File: src/rtl/swj_pin_pkg.sv
// Purpose: shared constants for the debug pin assignment block
// Assumes: 32-bit register bus, word aligned registers
// Notes: offsets are byte addresses
package swj_pin_pkg;
	// register map
	localparam logic [7:0] release_ctrl_off = 8'h00;
	localparam logic [7:0] pin_status_off = 8'h04;
	localparam logic [7:0] trace_ctrl_off = 8'h08;
	// release settings
	typedef enum logic [1:0] {
		release_full = 2'h0,
		release_no_treset = 2'h1,
		release_wire_only = 2'h2,
		release_all = 2'h3
	} release_mode_t;
	localparam logic [1:0] release_reset_value = 2'h0;
	localparam logic trace_reset_value = 1'b0;
	// pad levels while debug owned, pulls and core inputs after reset
	localparam logic [4:0] pad_idle_value = 5'h15;
	localparam logic [4:0] pull_up_reset_value = 5'h15;
	localparam logic [4:0] pull_down_reset_value = 5'h02;
	localparam logic [3:0] debug_in_reset_value = 4'hE;
	// pin indices
	localparam int pin_mode_select = 0;
	localparam int pin_test_clock = 1;
	localparam int pin_data_in = 2;
	localparam int pin_data_out = 3;
	localparam int pin_test_reset = 4;
	localparam int pin_count = 5;
	// bus response codes
	localparam logic [1:0] resp_okay = 2'h0;
	localparam logic [1:0] resp_slverr = 2'h2;
	// synchroniser depth
	localparam int sync_stages = 3;
endpackage : swj_pin_pkg

File: src/rtl/pin_sync.sv
// Purpose: three-stage synchroniser for one pin input
// Assumes: input is asynchronous to clk_i
// Notes: output changes once stages two and three agree
`timescale 1ns/1ps
`default_nettype none
module pin_sync #(
	parameter logic idle_level = 1'b0
) (
	input wire logic clk_i,
	input wire logic reset_i,
	input wire logic async_i,
	output logic sync_o
);
	logic [swj_pin_pkg::sync_stages-1:0] stage_ff;
	logic [swj_pin_pkg::sync_stages-1:0] nxt_stage;
	logic held_ff;
	logic nxt_held;

	// shift chain; first stage read only by the second
	always_comb begin
		nxt_stage = {stage_ff[swj_pin_pkg::sync_stages-2:0], async_i};
		nxt_held = held_ff;
		if (stage_ff[1] == stage_ff[2]) begin
			nxt_held = stage_ff[2];
		end
	end

	always_ff @(posedge clk_i) begin
		// start at the pin's idle level so no false edge follows reset
		if (reset_i) begin
			stage_ff <= {swj_pin_pkg::sync_stages{idle_level}};
			held_ff <= idle_level;
		end else begin
			stage_ff <= nxt_stage;
			held_ff <= nxt_held;
		end
	end

	assign sync_o = held_ff;
endmodule : pin_sync
`default_nettype wire

File: src/rtl/swj_pin_assign.sv
// Purpose: ownership and pull control of the five shared debug pins
// Assumes: register access over AXI4-Lite, pins sampled on clk_i
// Notes: the debug port core itself lies outside this block
`timescale 1ns/1ps
`default_nettype none
module swj_pin_assign (
	input wire logic clk_i,
	input wire logic reset_i,
	// AXI4-Lite slave
	input wire logic [7:0] s_axi_awaddr,
	input wire logic s_axi_awvalid,
	output logic s_axi_awready,
	input wire logic [31:0] s_axi_wdata,
	input wire logic [3:0] s_axi_wstrb,
	input wire logic s_axi_wvalid,
	output logic s_axi_wready,
	output logic [1:0] s_axi_bresp,
	output logic s_axi_bvalid,
	input wire logic s_axi_bready,
	input wire logic [7:0] s_axi_araddr,
	input wire logic s_axi_arvalid,
	output logic s_axi_arready,
	output logic [31:0] s_axi_rdata,
	output logic [1:0] s_axi_rresp,
	output logic s_axi_rvalid,
	input wire logic s_axi_rready,
	// pad side: input, output, output enable per pin
	input wire logic [4:0] pad_in_i,
	output logic [4:0] pad_out_o,
	output logic [4:0] pad_oe_o,
	output logic [4:0] pad_pull_up_o,
	output logic [4:0] pad_pull_down_o,
	// GPIO controller side
	input wire logic [4:0] gpio_out_i,
	input wire logic [4:0] gpio_oe_i,
	input wire logic [4:0] gpio_pull_up_i,
	input wire logic [4:0] gpio_pull_down_i,
	output logic [4:0] gpio_in_o,
	output logic [4:0] gpio_owned_o,
	// debug port core side
	input wire logic wire_mode_i,
	input wire logic wire_data_out_i,
	input wire logic wire_data_oe_i,
	input wire logic test_data_out_i,
	input wire logic trace_wire_output_i,
	input wire logic probe_trace_enable_i,
	output logic test_clock_or_wire_clock_o,
	output logic mode_select_or_wire_data_o,
	output logic test_data_in_o,
	output logic test_reset_low_o
);
	// pin owner mask from a release setting, used for next state and status
	function automatic logic [4:0] debug_owned(input logic [1:0] mode);
		logic [4:0] m;
		m = 5'h1F;
		unique case (swj_pin_pkg::release_mode_t'(mode))
			swj_pin_pkg::release_full: m = 5'h1F;
			swj_pin_pkg::release_no_treset: m = 5'h0F;
			swj_pin_pkg::release_wire_only: m = 5'h03;
			swj_pin_pkg::release_all: m = 5'h00;
		endcase
		return m;
	endfunction : debug_owned

	// bus and configuration state
	logic [1:0] release_ff, nxt_release;
	logic trace_ff, nxt_trace;
	logic awhave_ff, nxt_awhave;
	logic [7:0] awaddr_ff, nxt_awaddr;
	logic whave_ff, nxt_whave;
	logic [31:0] wdata_ff, nxt_wdata;
	logic [3:0] wstrb_ff, nxt_wstrb;
	logic bvalid_ff, nxt_bvalid;
	logic [1:0] bresp_ff, nxt_bresp;
	logic rvalid_ff, nxt_rvalid;
	logic [31:0] rdata_ff, nxt_rdata;
	logic [1:0] rresp_ff, nxt_rresp;
	logic arready_ff, nxt_arready;
	logic awready_ff, nxt_awready;
	logic wready_ff, nxt_wready;

	// pin state
	logic [4:0] pad_sync;
	logic [4:0] owned;
	logic [4:0] pad_out_ff, nxt_pad_out;
	logic [4:0] pad_oe_ff, nxt_pad_oe;
	logic [4:0] pu_ff, nxt_pu;
	logic [4:0] pd_ff, nxt_pd;
	logic [4:0] gpio_in_ff, nxt_gpio_in;
	logic [4:0] gpio_owned_ff, nxt_gpio_owned;
	logic [3:0] dbg_in_ff, nxt_dbg_in;

	// every pad input is from outside the clock domain
	genvar g;
	generate
		for (g = 0; g < swj_pin_pkg::pin_count; g++) begin : g_sync
			pin_sync #(
				.idle_level(swj_pin_pkg::pad_idle_value[g])
			) u_sync (
				.clk_i(clk_i),
				.reset_i(reset_i),
				.async_i(pad_in_i[g]),
				.sync_o(pad_sync[g])
			);
		end
	endgenerate

	assign owned = debug_owned(release_ff);

	// write path: address and data taken in either order, response after both
	always_comb begin
		nxt_awhave = awhave_ff;
		nxt_awaddr = awaddr_ff;
		nxt_whave = whave_ff;
		nxt_wdata = wdata_ff;
		nxt_wstrb = wstrb_ff;
		nxt_bvalid = bvalid_ff;
		nxt_bresp = bresp_ff;
		nxt_release = release_ff;
		nxt_trace = trace_ff;
		// taken only with ready high; ready is still low the cycle after reset
		if (s_axi_awvalid && awready_ff) begin
			nxt_awhave = 1'b1;
			nxt_awaddr = s_axi_awaddr;
		end
		if (s_axi_wvalid && wready_ff) begin
			nxt_whave = 1'b1;
			nxt_wdata = s_axi_wdata;
			nxt_wstrb = s_axi_wstrb;
		end
		if (awhave_ff && whave_ff) begin
			nxt_awhave = 1'b0;
			nxt_whave = 1'b0;
			nxt_bvalid = 1'b1;
			nxt_bresp = swj_pin_pkg::resp_okay;
			unique case (awaddr_ff[7:2])
				swj_pin_pkg::release_ctrl_off[7:2]: begin
					if (wstrb_ff[0]) begin
						nxt_release = wdata_ff[1:0];
					end
				end
				swj_pin_pkg::trace_ctrl_off[7:2]: begin
					if (wstrb_ff[0]) begin
						nxt_trace = wdata_ff[0];
					end
				end
				swj_pin_pkg::pin_status_off[7:2]: begin
					nxt_bresp = swj_pin_pkg::resp_okay; // read-only, write ignored
				end
				default: begin
					nxt_bresp = swj_pin_pkg::resp_slverr;
				end
			endcase
		end
		if (bvalid_ff && s_axi_bready) begin
			nxt_bvalid = 1'b0;
		end
	end

	// read path: one read at a time, answer one cycle after address
	always_comb begin
		nxt_arready = 1'b0;
		nxt_rvalid = rvalid_ff;
		nxt_rdata = rdata_ff;
		nxt_rresp = rresp_ff;
		if (s_axi_arvalid && !arready_ff && !rvalid_ff) begin
			nxt_arready = 1'b1;
			nxt_rvalid = 1'b1;
			nxt_rresp = swj_pin_pkg::resp_okay;
			unique case (s_axi_araddr[7:2])
				swj_pin_pkg::release_ctrl_off[7:2]: nxt_rdata = {30'h0, release_ff};
				swj_pin_pkg::trace_ctrl_off[7:2]: nxt_rdata = {31'h0, trace_ff};
				swj_pin_pkg::pin_status_off[7:2]: begin
					nxt_rdata = {19'h0, pad_sync, 3'h0, owned};
				end
				default: begin
					nxt_rdata = 32'h0;
					nxt_rresp = swj_pin_pkg::resp_slverr;
				end
			endcase
		end
		if (rvalid_ff && s_axi_rready) begin
			nxt_rvalid = 1'b0;
		end
	end

	// pad ownership, direction and pulls
	always_comb begin
		nxt_pad_out = gpio_out_i;
		nxt_pad_oe = gpio_oe_i;
		nxt_pu = gpio_pull_up_i;
		nxt_pd = gpio_pull_down_i;
		nxt_gpio_owned = ~owned;
		nxt_gpio_in = pad_sync & ~owned;
		nxt_dbg_in = {pad_sync[swj_pin_pkg::pin_test_reset], pad_sync[swj_pin_pkg::pin_data_in],
			pad_sync[swj_pin_pkg::pin_mode_select], pad_sync[swj_pin_pkg::pin_test_clock]};
		// mode select: input in JTAG, two-way wire data in serial wire mode
		if (owned[swj_pin_pkg::pin_mode_select]) begin
			nxt_pad_out[swj_pin_pkg::pin_mode_select] = wire_data_out_i;
			nxt_pad_oe[swj_pin_pkg::pin_mode_select] = wire_mode_i & wire_data_oe_i;
			nxt_pu[swj_pin_pkg::pin_mode_select] = 1'b1;
			nxt_pd[swj_pin_pkg::pin_mode_select] = 1'b0;
		end
		// clock is an input in both modes
		if (owned[swj_pin_pkg::pin_test_clock]) begin
			nxt_pad_out[swj_pin_pkg::pin_test_clock] = 1'b0;
			nxt_pad_oe[swj_pin_pkg::pin_test_clock] = 1'b0;
			nxt_pu[swj_pin_pkg::pin_test_clock] = 1'b0;
			nxt_pd[swj_pin_pkg::pin_test_clock] = 1'b1;
		end
		if (owned[swj_pin_pkg::pin_data_in]) begin
			nxt_pad_out[swj_pin_pkg::pin_data_in] = 1'b0;
			nxt_pad_oe[swj_pin_pkg::pin_data_in] = 1'b0;
			nxt_pu[swj_pin_pkg::pin_data_in] = 1'b1;
			nxt_pd[swj_pin_pkg::pin_data_in] = 1'b0;
		end
		// data out carries trace only when the probe asked and software allows
		if (owned[swj_pin_pkg::pin_data_out]) begin
			nxt_pad_out[swj_pin_pkg::pin_data_out] = test_data_out_i;
			nxt_pad_oe[swj_pin_pkg::pin_data_out] = ~wire_mode_i;
			if (wire_mode_i && probe_trace_enable_i && trace_ff) begin
				nxt_pad_out[swj_pin_pkg::pin_data_out] = trace_wire_output_i;
				nxt_pad_oe[swj_pin_pkg::pin_data_out] = 1'b1;
			end
			nxt_pu[swj_pin_pkg::pin_data_out] = 1'b0;
			nxt_pd[swj_pin_pkg::pin_data_out] = 1'b0;
		end
		if (owned[swj_pin_pkg::pin_test_reset]) begin
			nxt_pad_out[swj_pin_pkg::pin_test_reset] = 1'b0;
			nxt_pad_oe[swj_pin_pkg::pin_test_reset] = 1'b0;
			nxt_pu[swj_pin_pkg::pin_test_reset] = 1'b1;
			nxt_pd[swj_pin_pkg::pin_test_reset] = 1'b0;
		end
		// released debug inputs read idle so the port core sees no stray edges
		if (!owned[swj_pin_pkg::pin_test_clock]) begin
			nxt_dbg_in[0] = 1'b0;
		end
		if (!owned[swj_pin_pkg::pin_mode_select]) begin
			nxt_dbg_in[1] = 1'b1;
		end
		if (!owned[swj_pin_pkg::pin_data_in]) begin
			nxt_dbg_in[2] = 1'b1;
		end
		if (!owned[swj_pin_pkg::pin_test_reset]) begin
			nxt_dbg_in[3] = 1'b1; // held inactive, not in reset
		end
	end

	// registers; reset gives full debug ownership with debug pulls
	always_ff @(posedge clk_i) begin
		if (reset_i) begin
			release_ff <= swj_pin_pkg::release_reset_value;
			trace_ff <= swj_pin_pkg::trace_reset_value;
			awhave_ff <= 1'b0;
			awaddr_ff <= 8'h00;
			whave_ff <= 1'b0;
			wdata_ff <= 32'h0;
			wstrb_ff <= 4'h0;
			bvalid_ff <= 1'b0;
			bresp_ff <= 2'h0;
			rvalid_ff <= 1'b0;
			rdata_ff <= 32'h0;
			rresp_ff <= 2'h0;
			arready_ff <= 1'b0;
			pad_out_ff <= 5'h00;
			pad_oe_ff <= 5'h00;
			pu_ff <= swj_pin_pkg::pull_up_reset_value;
			pd_ff <= swj_pin_pkg::pull_down_reset_value;
			gpio_in_ff <= 5'h00;
			gpio_owned_ff <= 5'h00;
			dbg_in_ff <= swj_pin_pkg::debug_in_reset_value;
		end else begin
			release_ff <= nxt_release;
			trace_ff <= nxt_trace;
			awhave_ff <= nxt_awhave;
			awaddr_ff <= nxt_awaddr;
			whave_ff <= nxt_whave;
			wdata_ff <= nxt_wdata;
			wstrb_ff <= nxt_wstrb;
			bvalid_ff <= nxt_bvalid;
			bresp_ff <= nxt_bresp;
			rvalid_ff <= nxt_rvalid;
			rdata_ff <= nxt_rdata;
			rresp_ff <= nxt_rresp;
			arready_ff <= nxt_arready;
			pad_out_ff <= nxt_pad_out;
			pad_oe_ff <= nxt_pad_oe;
			pu_ff <= nxt_pu;
			pd_ff <= nxt_pd;
			gpio_in_ff <= nxt_gpio_in;
			gpio_owned_ff <= nxt_gpio_owned;
			dbg_in_ff <= nxt_dbg_in;
		end
	end

	// ready only while a slot is free; registered for flop-driven outputs
	always_comb begin
		nxt_awready = !nxt_awhave && !nxt_bvalid;
		nxt_wready = !nxt_whave && !nxt_bvalid;
	end
	always_ff @(posedge clk_i) begin
		if (reset_i) begin
			awready_ff <= 1'b0;
			wready_ff <= 1'b0;
		end else begin
			awready_ff <= nxt_awready;
			wready_ff <= nxt_wready;
		end
	end

	// outputs straight from flops
	assign s_axi_awready = awready_ff;
	assign s_axi_wready = wready_ff;
	assign s_axi_bvalid = bvalid_ff;
	assign s_axi_bresp = bresp_ff;
	assign s_axi_arready = arready_ff;
	assign s_axi_rvalid = rvalid_ff;
	assign s_axi_rdata = rdata_ff;
	assign s_axi_rresp = rresp_ff;
	assign pad_out_o = pad_out_ff;
	assign pad_oe_o = pad_oe_ff;
	assign pad_pull_up_o = pu_ff;
	assign pad_pull_down_o = pd_ff;
	assign gpio_in_o = gpio_in_ff;
	assign gpio_owned_o = gpio_owned_ff;
	assign test_clock_or_wire_clock_o = dbg_in_ff[0];
	assign mode_select_or_wire_data_o = dbg_in_ff[1];
	assign test_data_in_o = dbg_in_ff[2];
	assign test_reset_low_o = dbg_in_ff[3];
endmodule : swj_pin_assign
`default_nettype wire

File: config.mk
export PLATFORM = sky130hd
export DESIGN_NAME = swj_pin_assign
export DESIGN_NICKNAME = d
export VERILOG_FILES = /design/src/rtl/swj_pin_pkg.sv /design/src/rtl/pin_sync.sv /design/src/rtl/swj_pin_assign.sv
export SDC_FILE = /design/constraint.sdc
export NUM_CORES = 1
export LEC_CHECK = 0
export ABC_AREA = 1
export BUFFER_PORTS_ARGS = -buffer_cell sky130_fd_sc_hd__buf_2
export CAP_MARGIN = 20
export CORE_ASPECT_RATIO = 0.75
export CORE_UTILIZATION = 47
export CTS_CLUSTER_SIZE = 10
export DETAILED_ROUTE_END_ITERATION = 10
export PLACE_DENSITY = 0.86
export REMOVE_ABC_BUFFERS = 1
export SLEW_MARGIN = 25
export SYNTH_ARGS = -nofsm -noshare
export SYNTH_HDL_FRONTEND = slang
export SYNTH_SLANG_ARGS = --single-unit
File: constraint.sdc
create_clock -name clk_i -period 1.6 [get_ports clk_i]
set_input_delay 0.08 -clock clk_i [delete_from_list [all_inputs] [get_ports clk_i]]
set_output_delay 0.08 -clock clk_i [all_outputs]
set_load 0.05 [all_outputs]
==> qor.txt, run 1 <==
Max-cap violations -> 0
initial antenna violation count -> 0
largest net degree at the start of global routing -> 29
first-pass GRT wire length -> 9977 um
final wirelength -> 6297 um
drt first-iter violations -> 74
layout cells sized above 1 -> 29.25%
post-route ant nets -> 0
crit path DAT -> 1790 ps
final period utilization -> 93.50%
slew margin rel. -> 59.61%
critical path launch point type -> flop
Residual DRC -> 0
PnR worst setup slack -> 103.9 ps
total number of vias -> 2,479
Setup violations, final -> 0
layout net count -> 567
Worst Skew -> 6.845 ps
leak pwr -> 1.976 nW
io pins -> 165
total iterations of the first detailed-routing run -> 4
Max Fanout on Critical Path -> 8
Vias/cell -> 4.427
worst slack, placed -> 239.6 ps
cell family with most CP delay -> buffers and inverters
Yosys reg bits -> 82
TNS Setup -> 0 ps
CP max-delay cell -> dlygate4sd3_1
CTS tree -> built
Post-synth EDFFs -> 0
Synth Instances -> 341
Power Density -> 1097 nW/um2
initial core utilization -> 49.23%
Main synth FF type -> dfxtp_1
clk sink count -> 82
chip width -> 92.67 um
Hold WC Path Type -> input pin to flop
Hold Crit Start -> s_axi_wdata[1]
crit-path cells -> nand2_4 > nor2_4 > nand2_1 > o21ai_0 > dlygate4sd3_1
diode count -> 0
P&R area growth vs syn -> 35.66%
fin crit period -> 1496 ps
clock buffer depth -> 2
vias in the first global route -> 2,327
CP startpoint -> release_ff[1]
asr flop ratio synth -> 0%
total die area -> 6487 um2
grt ovf -> 0
Netlist cell types -> 26
critical path required time -> 1890 ps
Mapped Avg Cell Area -> 8.498 um2
Clock Tree Root -> clkbuf_8
Critical Path Sink Type -> flop
Worst R2R Start -> release_ff[1]
post-synthesis sequential area ratio -> 56.65%
Core ar. -> 5886 um2
status -> finished clean
Max Fclk -> 0.6684 GHz
CTS H-Tree Depth -> 3
port buffer count -> 103
Die H -> 70 um
Worst-Margin Slew -> 605.2 ps
drt wl/cell -> 11.24 um
Syn. warnings -> 0
worst skew pair latency -> 360 ps
half-perimeter wire length after placement -> 4241 um
row count -> 24
Num CTS Buffers -> 9
worst path bufs/invs -> 1
Worst Setup Path Type -> flop to flop
max-slew violations -> 0
total track usage -> 20.05%
final hold violations -> 0
CTS clk-pin slew, worst paths -> 80 ps
mapped cell area -> 2898 um2
CP peak stage delay -> 600 ps
routability cong. -> 0.7894
VDD IR max -> 0.0007215 V
RSZ-0062 raised after global routing -> no
-- routing by layer --
metal  routed length (um)  vias up  track usage [%]
met5                    0        -                0
met4                   75        0            8.547
met3                  426        9            6.209
met2                 3156       91            36.71
met1                 2638     1103            21.15
li1                     -     1276                -
-- cells in the final DEF, fill, tap and decap left out --
cell	synthesis	routed
and2_4	1	1
nand2_4	1	1
inv_6	0	1
buf_2	5	103
nor3_4	1	1
o211ai_1	1	1
clkinv_2	0	1
a211oi_1	3	3
nor2b_1	1	1
dfxtp_2	0	1
inv_8	0	1
conb_1	1	24
bufinv_16	0	2
clkbuf_8	0	9
nand3_1	9	9
nor2_4	2	2
clkinvlp_4	0	1
dlygate4sd3_1	0	33
clkinv_4	0	1
nand2_2	1	1
or2_2	11	11
dfxtp_1	82	81
nand4_1	6	6
inv_2	2	2
nor2_1	61	61
nand2_1	35	35
nor2_2	1	1
and2_1	1	1
inv_1	44	44
or2_1	1	1
o21ai_0	21	21
a21oi_1	20	20
buf_12	0	1
-- worst min-delay path: stages --
cell	delay [ps]
buf_2	70
o21ai_0	100
nor2_1	90
-- cell type report --
cell class	count	area [um2]
Sequential cell	82	1643
Clock inverter	7	101.3
Multi-Input combinational cell	201	927.1
Timing Repair Buffer	137	865.8
Fill cell	466	1954
Clock buffer	9	123.9
Inverter	46	172.7
Tap cell	78	97.59
-- worst paths after layout --
check	endpoint	slack (ps)	cells after the start
setup / recovery	pad_oe_o[0]	100	5
hold reg to reg	g_sync[3].u_sync.stage_ff[1]	410	2
setup reg to reg	pad_oe_o[0]	100	5
hold / removal	wdata_ff[1]	20	3
-- cells in the mapped netlist, types with 2 or more instances --
cell      number  area, um2
dfxtp_1       82       1642
nor2_1        61      229.0
inv_1         44      165.2
nand2_1       35      131.4
buf_4         28      210.2
o21ai_0       21      105.1
a21oi_1       20      100.1
or2_2         11      68.82
nand3_1        9      45.04
nand4_1        6      37.54
buf_2          5      25.02
a211oi_1       3      22.52
inv_2          2      7.510
nor2_4         2      22.52
-- power by group --
part,internal (W),switching (W),leakage [nW]
clock,0.000894,0.000772,0.112
sequential,0.00210,0.0000294,0.669
combinational,0.000168,0.000349,1.20
-- metrics by stage --
stage               area, um2  hold slack, ps  util, %  std cells  power, W
finish                   3931           15.87    66.79        560  0.004313
global placement         3374           263.4    57.33        511  0.002618
global route             3931           45.82    66.79        560  0.004469
CTS                      3920           4.624    66.60        559  0.004335
floorplan                2741           149.1        -        329  0.002490
detailed placement       3374           264.8    57.33        511  0.002628
-- cells by family after synthesis --
kind of cell           share of synthesized area, %
AOI/OAI and AO/OA                             8.118
buffers and inverters                         14.33
DFF                                           56.65
other                                        0.1294
and+or+nand+nor                               20.77
-- what timing repair did --
item,in CTS,in global routing
hold endpoints to repair,29,1
gates resized for setup,0,1
endpoints found under the setup margin,0,3
hold buffers,32,1
buffers inserted,0,0
-- registers in the layout, indices dropped and copies added, names as in the netlist, 2 cells and up --
name and flops:
pad_pull_up_o 5, wdata_ff 2, gpio_in_o 5, pad_oe_o 5, awaddr_ff 6, s_axi_rdata 9, pad_pull_down_o 5, gpio_owned_o 3
pad_out_o 5, release_ff 2, dbg_in_ff 4, g_sync.u_sync.stage_ff 15, g_sync.u_sync.sync_o 5
Power figures use the tool's default switching activity.
==> inputs of run 2 (changes only) <==
--- a/config.mk
+++ b/config.mk
@@ -9,10 +9,10 @@
 export BUFFER_PORTS_ARGS = -buffer_cell sky130_fd_sc_hd__buf_2
 export CAP_MARGIN = 20
 export CORE_ASPECT_RATIO = 0.75
-export CORE_UTILIZATION = 47
+export CORE_UTILIZATION = 39
 export CTS_CLUSTER_SIZE = 10
 export DETAILED_ROUTE_END_ITERATION = 10
-export PLACE_DENSITY = 0.86
+export PLACE_DENSITY = 0.76
 export REMOVE_ABC_BUFFERS = 1
 export SLEW_MARGIN = 25
 export SYNTH_ARGS = -nofsm -noshare
==> constraint.sdc (replaced) <==
create_clock -name clk_i -period 1.35 [get_ports clk_i]
set_input_delay 0.0675 -clock clk_i [delete_from_list [all_inputs] [get_ports clk_i]]
set_output_delay 0.0675 -clock clk_i [all_outputs]
set_load 0.05 [all_outputs]
==> run 2 against run 1 <==
Effect of this change: via count decreased by 0.32%; worst hold slack got worse by 11 ps; total power increased by 19%; clock skew increased by 2.4 ps; utilization decreased by 9.2 points; register-to-register slack improved by 40 ps; non-clock buffer count increased by 9; sequential cell count unchanged; global-route usage decreased by 2.9 points; routed wire length increased by 2.1%; clock-buffer cell count unchanged; largest power group unchanged.
==> qor.txt, run 2 (synthesized netlist as in run 1, its figures left out) <==
CTS tree -> built
Worst R2R Start -> s_axi_rvalid
Power Density -> 1274 nW/um2
CTS H-Tree Depth -> 3
P&R area growth vs syn -> 38.99%
grt met3 use -> 5.378%
port buffer count -> 103
post-route ant nets -> 0
Setup violations, final -> 0
final hold violations -> 0
initial core utilization -> 41.43%
met1 Use GR -> 18.94%
chip width -> 101.5 um
diode count -> 0
first-pass GRT wire length -> 10,360 um
Die H -> 76.65 um
Clock Tree Root -> clkbuf_8
io pins -> 165
RSZ-0062 raised after global routing -> no
crit path DAT -> 1480 ps
clock buffer depth -> 2
fin crit period -> 1204 ps
Largest Register -> g_sync.u_sync.stage_ff
worst skew pair latency -> 350 ps
most frequent cells in the layout -> buf_2, dfxtp_1, nor2_1
total track usage -> 17.14%
CTS clk-pin slew, worst paths -> 90 ps
leak pwr -> 2.017 nW
critical path launch point type -> flop
most used routing layer in global routing -> met2
max FFs per register -> 15
grt ovf -> 0
half-perimeter wire length after placement -> 4553 um
Final Hold Slack -> 5.150 ps
hold depth -> 3
Max Fanout on Critical Path -> 12
TNS Setup -> 0 ps
Core ar. -> 6994 um2
initial antenna violation count -> 0
layout cells sized above 1 -> 30.14%
status -> finished clean
Vias/cell -> 4.195
Max-cap violations -> 0
reg2reg setup slack -> 150 ps
drt first-iter violations -> 48
Hold Crit Start -> wire_data_oe_i
total power -> 0.005132 W
Residual DRC -> 0
Worst Setup Path Type -> flop to flop
Cell Count Post-Placement -> 538
clk sink count -> 82
routability cong. -> 0.7553
drt wl/cell -> 10.92 um
row count -> 26
total iterations of the first detailed-routing run -> 5
Num CTS Buffers -> 9
total number of vias -> 2,471
Critical Path Sink Type -> flop
vias in the first global route -> 2,413
reg2reg path depth -> 5
Hold WC Path Type -> input pin to flop
Cell Count, Final, Fillers Out -> 589
max-slew violations -> 0
total die area -> 7783 um2
critical path required time -> 1630 ps
FF-to-FF End -> s_axi_rdata[8]
largest net degree at the start of global routing -> 21
layout net count -> 576
VDD IR max -> 0.0005627 V
Hold EP -> pad_oe_o[0]
commonest non-fill, non-tap cell in the layout -> buf_2
Worst Skew -> 9.231 ps
final core occ -> 57.58%
final wirelength -> 6430 um
Max Fclk -> 0.8306 GHz
GR Util met2 -> 31.49%
final period utilization -> 89.18%
==> run 2: cell count changes in the layout (fill, tap and decap cells not counted) <==
cell | previous run | this run
dlygate4sd3_1 | 33 | 35
clkinvlp_4 | 1 | 0
inv_6 | 1 | 2
inv_8 | 1 | 0
buf_4 | 0 | 7
clkinv_4 | 1 | 2
==> run 2: where the power goes <==
group / internal, W / switching (W) / leakage (nW)
registers: 0.00249 / 0.0000355 / 0.669
clock network: 0.00106 / 0.000920 / 0.114
logic: 0.000216 / 0.000415 / 1.23
==> run 2: critical path: stages, from the launching register on <==
cell,delay [ps]
dfxtp_1,370
nor3_4,220
inv_2,140
nor2_4,210
nand2_1,70
a21oi_1,120
==> run 2: how the worst max path moves through the flow <==
stage	startpoint	cells past startpoint	slack, ps	endpoint
CTS	release_ff[1]	4	110	pad_pull_up_o[0]
global placement	release_ff[1]	4	190	pad_pull_down_o[1]
finish	s_axi_rvalid	5	150	s_axi_rdata[8]
detailed placement	release_ff[1]	4	150	pad_pull_up_o[0]
floorplan	s_axi_rvalid	5	3	s_axi_rdata[3]
global route	s_axi_rvalid	5	30	s_axi_rdata[8]
==> run 2: cell type report <==
type,instances,area (um2)
tap,98,122.6
timing repair buffer,146,938.4
multi-input combinational,201,927.1
fill,615,2967
clock inverter,7,100.1
inverter,46,172.7
clock buffer,9,123.9
sequential,82,1643
==> run 2: metrics by stage <==
stage / cell area [um2] / setup slack (ps)
after CTS: 4026 / 113.3
after global routing: 4028 / 27.85
final: 4028 / 146.0
after floorplan: 2741 / 3.203
after detailed placement: 3452 / 149.4
after global placement: 3452 / 188.2
==> run 2: metal layers <==
layer  vias to the layer above  wire, um  share of wire [%]
li1                       1288         -                  -
met1                      1083      2800                 44
met2                        97      3148                 49
met3                         3       445                6.9
met4                         0        36               0.56
met5                         -         0                  0
==> run 2: repair_timing <==
item | CTS | global route
hold buffers | 35 | 0
resized for setup | 0 | 1
hold endpoints to repair | 33 | 0
setup buffers | 0 | 0
setup endpoints to repair | 0 | 2
